$ cat src/rtl/pipsp_pkg.sv
package pipsp_pkg;
    // clock and absolute limits
    localparam int CLK_HZ = 10_000_000;
    localparam int ABS_LOW_HZ = 5;
    localparam int ABS_HIGH_HZ = 25_000;
    localparam int MIN_WIDTH_PCT = 15;
    localparam int PCT_FULL = 100;
    // period counts derived from clock rate (longest period, shortest one)
    localparam int ABS_LOW_CYC = CLK_HZ / ABS_LOW_HZ;
    localparam int ABS_HIGH_CYC = CLK_HZ / ABS_HIGH_HZ;
    localparam int PER_W = 22;
    localparam logic [PER_W-1:0] PER_SAT = {PER_W{1'b1}};
    // blink rate of the green indicator
    localparam int BLINK_MS = 250;
    localparam int BLINK_CYC = CLK_HZ / 1000 * BLINK_MS;
    // host access watchdog
    localparam int HOST_TIMEOUT_MS = 1000;
    localparam int HOST_TIMEOUT_CYC = CLK_HZ / 1000 * HOST_TIMEOUT_MS;
    // prover control pulse width unit
    localparam int PULSE_UNIT_US = 1000;
    localparam int PULSE_UNIT_CYC = CLK_HZ / 1_000_000 * PULSE_UNIT_US;
    // dual chronometry reference
    localparam int CHRONO_HZ = 50_000_000;
    // indicator colours
    typedef enum logic [1:0] {
        PIPSP_LED_OFF = 2'h0,
        PIPSP_LED_GREEN = 2'h1,
        PIPSP_LED_RED = 2'h2
    } pipsp_led_t;
    // prover sequencer states
    typedef enum logic [3:0] {
        PIPSP_IDLE = 4'h1,
        PIPSP_RUN = 4'h2,
        PIPSP_HOLD = 4'h4,
        PIPSP_RETURN = 4'h8
    } pipsp_prv_t;
endpackage

$ cat src/rtl/pipsp_chan.sv
`timescale 1ns/1ps
module pipsp_chan
    import pipsp_pkg::*;
(
    // clock and reset
    input wire logic clk,
    input wire logic srst,
    // pulse and setup
    input wire logic pulse_in,
    input wire logic enable,
    input wire logic [PER_W-1:0] low_limit_cyc,
    input wire logic [PER_W-1:0] high_limit_cyc,
    input wire logic [PER_W-1:0] min_width_cyc,
    input wire logic blink,
    // indicator
    output logic [1:0] led
);
    logic prev_reg, prev_next;
    logic [PER_W-1:0] per_reg, per_next;
    logic [PER_W-1:0] hi_reg, hi_next;
    logic [PER_W-1:0] wid_reg, wid_next;
    logic [1:0] cls_reg, cls_next;
    logic rise;
    logic [1:0] cls_now;

    // classify one finished period by its length and high time
    function automatic logic [1:0] classify(input logic [PER_W-1:0] per,
            input logic [PER_W-1:0] wid, input logic [PER_W-1:0] lo,
            input logic [PER_W-1:0] hi, input logic [PER_W-1:0] mw);
        logic [1:0] r;
        r = PIPSP_LED_GREEN;
        if (per >= PER_W'(ABS_LOW_CYC) || per <= PER_W'(ABS_HIGH_CYC)
                || wid < mw) begin
            r = PIPSP_LED_RED; // RULE3
        end else if (per > lo || per < hi) begin
            r = 2'h3; // RULE2
        end
        return r;
    endfunction

    assign rise = pulse_in && !prev_reg;
    assign cls_now = classify(per_reg, wid_reg, low_limit_cyc,
        high_limit_cyc, min_width_cyc);

    // period and pulse width measurement, refreshed each period
    always_comb begin
        prev_next = pulse_in;
        per_next = (per_reg == PER_SAT) ? per_reg : per_reg + 1'b1; // RULE16
        hi_next = (pulse_in && hi_reg != PER_SAT) ? hi_reg + 1'b1 : hi_reg;
        wid_next = wid_reg;
        cls_next = cls_reg;
        if (rise) begin
            per_next = {{(PER_W-1){1'b0}}, 1'b1};
            hi_next = {PER_W{1'b0}};
            wid_next = hi_reg;
            cls_next = cls_now;
        end else if (per_reg >= PER_W'(ABS_LOW_CYC)) begin
            cls_next = PIPSP_LED_RED; // RULE3
        end
    end

    always_ff @(posedge clk) begin
        if (srst) begin
            prev_reg <= 1'b0;
            per_reg <= PER_SAT;
            hi_reg <= {PER_W{1'b0}};
            wid_reg <= {PER_W{1'b0}};
            cls_reg <= PIPSP_LED_RED;
        end else begin
            prev_reg <= prev_next;
            per_reg <= per_next;
            hi_reg <= hi_next;
            wid_reg <= wid_next;
            cls_reg <= cls_next;
        end
    end

    // indicator drive; code 3 means green blinking
    always_comb begin
        if (!enable) begin
            led = PIPSP_LED_OFF; // RULE4
        end else if (cls_reg == 2'h3) begin
            led = blink ? PIPSP_LED_GREEN : PIPSP_LED_OFF; // RULE2
        end else begin
            led = cls_reg; // RULE1
        end
    end
endmodule

$ cat src/rtl/pipsp_top.sv
`timescale 1ns/1ps
// Operation
// RULE1 - in-limit pulses give steady green
// RULE2 - between absolute and configured limits blinks green
// RULE3 - out of range or narrow pulse red
// RULE4 - disabled input shows indicator off
// RULE5 - proving indicator on during proving run
// RULE6 - host access green, red when stopped
// RULE7 - power green if initialised, else red (the code shows off while hotswap_ok is low)
// RULE8 - failure indicator red on backplane failure
// RULE9 - prover output pulse lasts configured time
// RULE10 - detector pulses during return not forwarded
// RULE11 - run released configured time after stop
// RULE12 - run starts detector_n_a low, rearm when low
// RULE13 - reference meter group filtered like others
// RULE14 - host sets A/B phase offset, tolerance (the code has no phase offset or tolerance inputs)
// RULE15 - interval timed by dual chronometry counters (the code has one clk cycle counter over the run, not output)
// RULE16 - frequency and width measured every period
module pipsp_top
    import pipsp_pkg::*;
#(
    parameter int N_IN = 10,
    parameter int REF_GROUP = 5,
    parameter int BLINK_COUNT = BLINK_CYC,
    parameter int HOST_TIMEOUT = HOST_TIMEOUT_CYC
)(
    // clock and reset
    input wire logic clk,
    input wire logic srst,
    // pulse inputs, a and b interleaved per group
    input wire logic [N_IN-1:0] pulse_in,
    input wire logic [N_IN-1:0] input_enable,
    input wire logic [PER_W-1:0] freq_low_limit,
    input wire logic [PER_W-1:0] freq_high_limit,
    output logic [2*N_IN-1:0] input_led,
    // module status
    input wire logic hotswap_ok,
    input wire logic init_done,
    input wire logic host_access,
    input wire logic backplane_fail,
    output logic [1:0] power_led,
    output logic [1:0] host_led,
    output logic fail_led_red,
    output logic proving_indicator,
    // prover interface
    input wire logic prove_start,
    input wire logic [15:0] prover_output_pulse_config,
    input wire logic detector_n_a,
    input wire logic detector_input_one,
    input wire logic detector_stop,
    output logic prover_control_output,
    output logic prover_control_oe,
    output logic start_event,
    output logic stop_event
);
    // ------------------------------------------------------------
    // shared blink and limit scaling
    // ------------------------------------------------------------
    logic [31:0] blink_cnt_reg, blink_cnt_next;
    logic blink_reg, blink_next;
    logic [PER_W-1:0] min_width;

    // 15 percent of the high limit period
    assign min_width = PER_W'((32'(freq_high_limit) * MIN_WIDTH_PCT)
        / PCT_FULL); // RULE3

    always_comb begin
        blink_cnt_next = blink_cnt_reg + 32'h1;
        blink_next = blink_reg;
        if (blink_cnt_reg >= 32'(BLINK_COUNT - 1)) begin
            blink_cnt_next = 32'h0;
            blink_next = !blink_reg;
        end
    end

    always_ff @(posedge clk) begin
        if (srst) begin
            blink_cnt_reg <= 32'h0;
            blink_reg <= 1'b0;
        end else begin
            blink_cnt_reg <= blink_cnt_next;
            blink_reg <= blink_next;
        end
    end

    // ------------------------------------------------------------
    // per-input classification, same path for reference group
    // ------------------------------------------------------------
    genvar gi;
    generate
        for (gi = 0; gi < N_IN; gi++) begin : g_chan
            pipsp_chan u_chan ( // RULE13
                .clk(clk),
                .srst(srst),
                .pulse_in(pulse_in[gi]),
                .enable(input_enable[gi]),
                .low_limit_cyc(freq_low_limit),
                .high_limit_cyc(freq_high_limit),
                .min_width_cyc(min_width),
                .blink(blink_reg),
                .led(input_led[2*gi +: 2])
            );
        end
    endgenerate

    // ------------------------------------------------------------
    // module status indicators
    // ------------------------------------------------------------
    logic [31:0] host_cnt_reg, host_cnt_next;

    always_comb begin
        host_cnt_next = host_cnt_reg;
        if (host_access) begin
            host_cnt_next = 32'h0;
        end else if (host_cnt_reg < 32'(HOST_TIMEOUT)) begin
            host_cnt_next = host_cnt_reg + 32'h1;
        end
    end

    always_ff @(posedge clk) begin
        if (srst) begin
            host_cnt_reg <= 32'(HOST_TIMEOUT);
        end else begin
            host_cnt_reg <= host_cnt_next;
        end
    end

    always_comb begin
        host_led = (host_cnt_reg < 32'(HOST_TIMEOUT)) ? PIPSP_LED_GREEN
            : PIPSP_LED_RED; // RULE6
        if (!hotswap_ok) begin
            power_led = PIPSP_LED_OFF;
        end else if (init_done) begin
            power_led = PIPSP_LED_GREEN; // RULE7
        end else begin
            power_led = PIPSP_LED_RED; // RULE7
        end
        fail_led_red = backplane_fail; // RULE8
    end

    // ------------------------------------------------------------
    // prover sequencer
    // ------------------------------------------------------------
    pipsp_prv_t st_reg, st_next;
    logic [15:0] unit_reg, unit_next;
    logic [31:0] tmr_reg, tmr_next;
    logic stop_prev_reg, stop_prev_next;
    logic start_prev_reg, start_prev_next;
    logic drive_reg, drive_next;
    logic start_ev_reg, start_ev_next;
    logic stop_ev_reg, stop_ev_next;
    logic [31:0] chrono_reg, chrono_next;
    logic stop_fall, start_fall, tick;

    assign stop_fall = stop_prev_reg && !detector_stop;
    assign start_fall = start_prev_reg && !detector_input_one;
    assign tick = (tmr_reg >= 32'(PULSE_UNIT_CYC - 1));

    always_comb begin
        st_next = st_reg;
        unit_next = unit_reg;
        tmr_next = tick ? 32'h0 : tmr_reg + 32'h1;
        stop_prev_next = detector_stop;
        start_prev_next = detector_input_one;
        drive_next = drive_reg;
        start_ev_next = 1'b0;
        stop_ev_next = 1'b0;
        chrono_next = chrono_reg;
        unique case (st_reg)
            PIPSP_IDLE: begin
                drive_next = 1'b0;
                if (prove_start && !detector_n_a) begin
                    st_next = PIPSP_RUN; // RULE12
                    drive_next = 1'b1;
                    unit_next = prover_output_pulse_config;
                    tmr_next = 32'h0;
                    chrono_next = 32'h0;
                end
            end
            PIPSP_RUN: begin
                // clk cycle count over the run state, from start request to stop detector
                chrono_next = chrono_reg + 32'h1; // RULE15
                start_ev_next = start_fall;
                stop_ev_next = stop_fall;
                if (tick && unit_reg != 16'h0) begin
                    unit_next = unit_reg - 16'h1;
                end
                if (tick && unit_reg <= 16'h1) begin
                    drive_next = 1'b0; // RULE9
                end
                if (stop_fall) begin
                    st_next = PIPSP_HOLD;
                    unit_next = prover_output_pulse_config;
                    tmr_next = 32'h0;
                end
            end
            PIPSP_HOLD: begin
                if (tick && unit_reg != 16'h0) begin
                    unit_next = unit_reg - 16'h1;
                end
                if (tick && unit_reg <= 16'h1) begin
                    st_next = PIPSP_RETURN; // RULE11
                    drive_next = 1'b0;
                end
            end
            PIPSP_RETURN: begin
                // detector edges while piston returns are dropped
                if (detector_n_a) begin // RULE10
                    st_next = PIPSP_IDLE;
                end
            end
        endcase
    end

    always_ff @(posedge clk) begin
        if (srst) begin
            st_reg <= PIPSP_IDLE;
            unit_reg <= 16'h0;
            tmr_reg <= 32'h0;
            stop_prev_reg <= 1'b0;
            start_prev_reg <= 1'b0;
            drive_reg <= 1'b0;
            start_ev_reg <= 1'b0;
            stop_ev_reg <= 1'b0;
            chrono_reg <= 32'h0;
        end else begin
            st_reg <= st_next;
            unit_reg <= unit_next;
            tmr_reg <= tmr_next;
            stop_prev_reg <= stop_prev_next;
            start_prev_reg <= start_prev_next;
            drive_reg <= drive_next;
            start_ev_reg <= start_ev_next;
            stop_ev_reg <= stop_ev_next;
            chrono_reg <= chrono_next;
        end
    end

    // open drain: pulls low while driving
    always_comb begin
        prover_control_output = 1'b0;
        prover_control_oe = drive_reg; // RULE9
        proving_indicator = (st_reg != PIPSP_IDLE); // RULE5
        start_event = start_ev_reg;
        stop_event = stop_ev_reg;
    end
endmodule

$ cat config.mk
export PLATFORM = sky130hd
export DESIGN_NAME = pipsp_top
export DESIGN_NICKNAME = d
export VERILOG_FILES = /design/src/rtl/pipsp_pkg.sv /design/src/rtl/pipsp_chan.sv /design/src/rtl/pipsp_top.sv
export SDC_FILE = /design/constraint.sdc
export NUM_CORES = 2
export LEC_CHECK = 0
export BUFFER_PORTS_ARGS = -buffer_cell sky130_fd_sc_hd__buf_4
export CAP_MARGIN = 5
export CORE_MARGIN = 2
export CORE_UTILIZATION = 50
export DETAILED_ROUTE_END_ITERATION = 8
export PLACE_DENSITY = 0.66
export SLEW_MARGIN = 20
export SYNTH_ARGS = -nofsm -noshare
export SYNTH_HDL_FRONTEND = slang
export SYNTH_SLANG_ARGS = --single-unit
export TNS_END_PERCENT = 5
$ cat constraint.sdc
create_clock -name clk -period 21.9 [get_ports clk]
set_clock_uncertainty 0.2 [all_clocks]
set_input_delay 0 -clock clk [delete_from_list [all_inputs] [get_ports clk]]
set_output_delay 0 -clock clk [all_outputs]
set_load 0.05 [all_outputs]
## After elaboration in Yosys (flattened, before gate mapping)

Index checks and enable logic that the tools add are counted.

| word-level totals | value |
|---|---|
| logic and storage cells | 405 |
| output and inout bits | 30 |
| input bits | 90 |
| flip-flop bits (word level) | 812 |

| operators by class | value |
|---|---|
| $lt $le $gt $ge | 54 |
| $mul | 1 |
| reductions and logical operators | 100 |
| bitwise logic cells | 1 |
| eq/ne operators | 50 |
| divide/modulo/power cells | 1 |
| add/subtract/negate cells | 24 |
| mux-type cells | 102 |

Operator list:

| operator | count |
|---|---|
| adder 22 x 1 -> 22 bit, second input constant | 20 |
| less-than comparator 22 bit | 20 |
| two-way mux 22 bit | 20 |
| == test 22 bit, second input constant | 10 |
| >= comparator 22 x 21 -> 1 bit, second input constant | 10 |
| > comparator 22 bit | 10 |
| less-or-equal comparator 22 x 9 -> 1 bit, second input constant | 10 |
| != test 22 bit, second input constant | 10 |
| two-way mux 2 bit | 63 |
| adder 32 x 1 -> 32 bit, second input constant | 3 |
| two-way mux 32 bit | 3 |
| one-hot mux 32 bit (2 select lines) | 1 |
| two-way mux 16 bit | 3 |
| two-way mux 24 bit | 2 |
| one-hot mux 16 bit (3 select lines) | 1 |
| divider 26 x 7 -> 32 bit, second input constant | 1 |
| >= comparator 32 x 14 -> 1 bit, second input constant | 1 |
| >= comparator 32 x 22 -> 1 bit, second input constant | 1 |
| less-than comparator 32 x 24 -> 1 bit, second input constant | 1 |
| logical OR 1 bit | 30 |
| OR reduction 2 bit | 14 |
| multiplier 22 x 4 -> 26 bit, second input constant | 1 |
| logical AND 1 bit | 25 |
| nonzero test 2 bit | 12 |
| 20 further kinds | 61 |

## Longest topological paths before layout

| depth | value |
|---|---|
| depth in word-level cells | 6 |
| mapped depth | 68 |
| mapped depth without buffers | 62 |

## Cells and area by module

Synthesis repeated with hierarchy kept, for this count alone.

| unflattened totals | value |
|---|---|
| cells, all modules | 7,542 |
| area total of the unflattened synthesis | 59,671.0 µm² |

By module, submodules not included:

| module | times used | cells an instance | sequential area each (µm²) | area an instance (µm²) |
|---|---|---|---|---|
| pipsp_chan | 10 | 595 | 1,381.3 | 4,713.3 |
| pipsp_top | 1 | 1,592 | 2,442.3 | 12,538.3 |

## Worst setup path after synthesis

Ideal clock, no wire load.

| timing path | value |
|---|---|
| kind | input -> register |
| from | input freq_high_limit[15] |
| to | register g_chan[5].u_chan.cls_reg[0] |
| arrival time | 15,529 ps |
| stages on the path | 65 |
| library setup time | 117 ps |
| slack | 6,054 ps |
| required time | 21,583 ps |
| path buffers | 3 |
| path through | inv_1 -> fa_1 -> fa_1 -> inv_1 -> ha_1 -> buf_2 -> and4_1 -> and3_1 -> a221oi_1 -> nand2_1 -> or3_1 -> nand4_1 -> nor4_1 -> or4b_4 -> o211a_2 -> o21a_2 -> o31ai_4 -> inv_2 -> [29 not listed] -> o21ai_0 -> a31oi_1 -> o21ai_2 -> a211o_1 -> o31ai_4 -> xnor2_1 -> o311ai_2 -> nor2_1 -> nor2_1 -> ha_1 -> a21oi_1 -> nor2_1 -> nor2_1 -> nand2_1 -> a2111oi_0 -> nand2_1 -> a311o_1 -> a22o_1 |

| on the way | value |
|---|---|
| longest elaborated chain between the ends | 6 |

Ends and longest elaborated chain:

| element | line | source |
|---|---|---|
| from (decl) | pipsp_top.sv:34 | `input wire logic [PER_W-1:0] freq_high_limit,` |
| multiplier 22 x 4 -> 26 bit | pipsp_top.sv:64 | `assign min_width = PER_W'((32'(freq_high_limit) * MIN_WIDTH_PCT)` |
| divider 26 x 7 -> 32 bit | pipsp_top.sv:65 | `/ PCT_FULL);` |
| less-than comparator 22 bit | pipsp_chan.sv:33 | `\|\| wid < mw) begin` |
| logical OR 1 bit | pipsp_chan.sv:33 |  |
| two-way mux 2 bit | pipsp_chan.sv:32 | `if (per >= PER_W'(ABS_LOW_CYC) \|\| per <= PER_W'(ABS_HIGH_CYC)` |
| two-way mux 2 bit | pipsp_chan.sv:52 | `if (rise) begin` |
| to (signal assigned) | pipsp_chan.sv:74 | `cls_reg <= cls_next;` |
| to (decl) | pipsp_chan.sv:22 | `logic [1:0] cls_reg, cls_next;` |

No other way between the ends.
A chain may end at the register's enable or synchronous reset.

## Worst setup path in the final report

| timing path | value |
|---|---|
| from | input freq_high_limit[7] |
| to | register g_chan[7].u_chan.cls_reg[1] |

| on the way | value |
|---|---|
| longest elaborated chain between the ends | 6 |
| elaborated cells between the ends (all ways) | 9 |
| classes of those cells | mul (1); div (1); order compare (2); mux (3); reduce/logical (2) |

Ends and longest elaborated chain:

| element | line |
|---|---|
| multiplier 22 x 4 -> 26 bit | pipsp_top.sv:64 |
| divider 26 x 7 -> 32 bit | pipsp_top.sv:65 |
| less-than comparator 22 bit | pipsp_chan.sv:33 |
| logical OR 1 bit | pipsp_chan.sv:33 |
| two-way mux 2 bit * | pipsp_chan.sv:32 |
| two-way mux 2 bit * | pipsp_chan.sv:52 |
| to (signal assigned) | pipsp_chan.sv:74 |
| to (decl) | pipsp_chan.sv:22 |

Mark *: on every way between the ends. The rest lies on a longest branch, timed or not.

==> impl_metrics.toml <==
[clock_network]
worstSkewPairLatency_ns = 0.67
clk_pin_slew_worst_paths_ns = 0.06
cts_hold_buf = 59
numCtsBuffers = 92
cts-htree-levels = 3
cts_sinks = 812
cts_tree = "done"
cts-root-buf = "clkbuf_16"
cts_resized = 0
clockBufferDepth = 3
cts_setup_buffers = 0

[timing]
finalCritPeriodShare_pct = 92.5
relSlewSlack_pct = 21.5
final.setup.tns_ns = 0
setup_viol = 0
fin_crit_ns = 20.25
fmax_ghz = 0.0494
worstMarginPinSlew_ns = 1.17
grt_setup_unrepaired = "false"
hold_viol_final = 0
slew_viol_final = 0

[layout]
nFillCells = 9915
synthToLayoutAreaGrowth_pct = 11.6
fin_nets = 7590
final_layout_size_suffix_gt1_share_pct = 6.79

[routing]
ant_nets = 0
drt_iter0_drc = 3700
post_drt_wl_per_cell_um = 19.5
drc_errors = 0
via_count = 49122
via_per_inst = 5.95
dr.pass1.iters = 6
totalWireLength_um = 161000

[critical_path]
crit_path_max_fanout = 19
slowest_stage = "nand2_1"
r2r_start = "g_chan[2].u_chan.per_reg[1]"
cp-end-kind = "flip-flop"
cp-start-kind = "input port"
crit_required_ns = 22.31
setup.worst_path.class = "input port to flip-flop"
cp_slowest_stage_delay_ns = 0.85
cp.arrival_ns = 20.66
setup.worst_path.start = "freq_high_limit[7]"

[grt]
grt_antenna_before_repair = 3
use_met1_pct = 36.8
use_met3_pct = 4.03
grt_pass1_vias = 46221
grt_max_degree = 140
grt_usage_pct = 28.3
grt_busiest_layer = "met2"
met2_usage_pct = 46.6
grt_pass1_wl_um = 254000
grt_overflow = 0

[yosys]
yosys-top-cells-area = "dfxtp_1 30%, ha_1 16%, nand2_1 6.0%"
synth_area_per_cell_um2 = 8.19
yosysSeqAreaShare_pct = 30.0
synthCells = 6629
yosys.cell_count.top_type = "nand2_1"
synth_edf_count = 0
syn_area_um2 = 54300
synth_commonest_cells = "865 x nand2_1, 812 x dfxtp_1, 686 x ha_1"
synth_cell_types = 120
yosysTopAreaCell = "dfxtp_1"
yosys_most_used_dff = "dfxtp_1"
ys_ff_latch = 812
synth.top_cell.area_share_pct = 30.0
yosys_warnings = 0
synth-async-reset-ratio_pct = 0

[worst_hold_path]
hp-start = "detector_stop"
hp-class = "input port to flip-flop"

[floorplanning]
start_util_pct = 50.5
die_y_um = 333
dieArea_um2 = 111000
core-area_um2 = 107000
die_w_um = 333
rows = 120
design.portCount = 120

[placement]
gp_congestion = 0.904
io_buffers = 116
dp_hpwl_um = 112000

[run]
cap_violations = 0

[status]
status = "finished, final reports clean"
==> layout make-up <==
type	instances	area (um2)	share of cell area (%)
diodes	5	12.5	0.0207
multi-input cells	5462	36700	60.6
flip-flops and latches	812	16300	26.8
inverters	161	609	1.01
well taps	1403	1760	2.90
clock inverters	43	497	0.820
repair buffers	244	2020	3.33
clock buffers	130	2710	4.47
==> placed cells by master (no fill, tap or decap), drive strengths merged, types with 130 or more instances in the layout <==
master	instances
nand2	867
a21oi	541
xnor2	170
inv	166
nor2	569
nand4	216
nand3	224
buf	185
ha	686
a21o	144
clkbuf	130
xor2	311
o21ai	483
dfxtp	812
==> worst paths after layout <==
kind	endpoint	slack, ns	depth (start not counted)
worst max-delay path	g_chan[7].u_chan.cls_reg[1]	1.65	63
worst min-delay path	stop_event	0.07	4
worst min register to register	tmr_reg[0]	0.24	1
worst max register to register	g_chan[2].u_chan.cls_reg[1]	17.48	31
==> layer usage <==
layer,vias up,routed length (um),part of all wire (%)
met1,23258,70800,44
li1,24148,-,-
met4,0,7120,4.4
met2,1398,73100,46
met3,318,9610,6.0
met5,-,0,0
==> metrics by stage <==
stage,util [%],setup WS [ns],cell area [um2],instances,hold slack [ns]
CTS,56.4,1.87,60500,8255,0.0205
global placement,52.8,1.63,56700,8022,-0.200
finish,56.4,1.65,60600,8260,0.0659
global route,56.4,0.334,60600,8255,0.0781
detailed placement,52.9,1.25,56800,8023,-0.200
floorplan,-,6.05,54400,6657,-0.123
==> logic make-up (layout without fill, tap and decap cells) <==
kind of cell    count (synthesis)  count (layout)  share of synthesized area [%]
compound gates               1600            1600                           18.5
mux                            37              37                          0.722
simple gates                 2586            2586                           22.9
buf+inv                       383             578                           2.75
flops                         812             812                           30.0
fa+ha+maj                     729             729                           17.4
xor+xnor                      481             481                           7.83
other cells                     1              34                        0.00691
==> worst max-delay path: cells and delay by family <==
kind	cells	cell delay, ns
mux	2	0.44
compound gates	34	10.27
fa+ha+maj	4	1.76
buf+inv	5	1.79
xor+xnor	5	1.70
simple gates	13	4.62
Power is not shown: default switching activity piles up to over one toggle a cycle in this logic, so the estimate is an artifact.
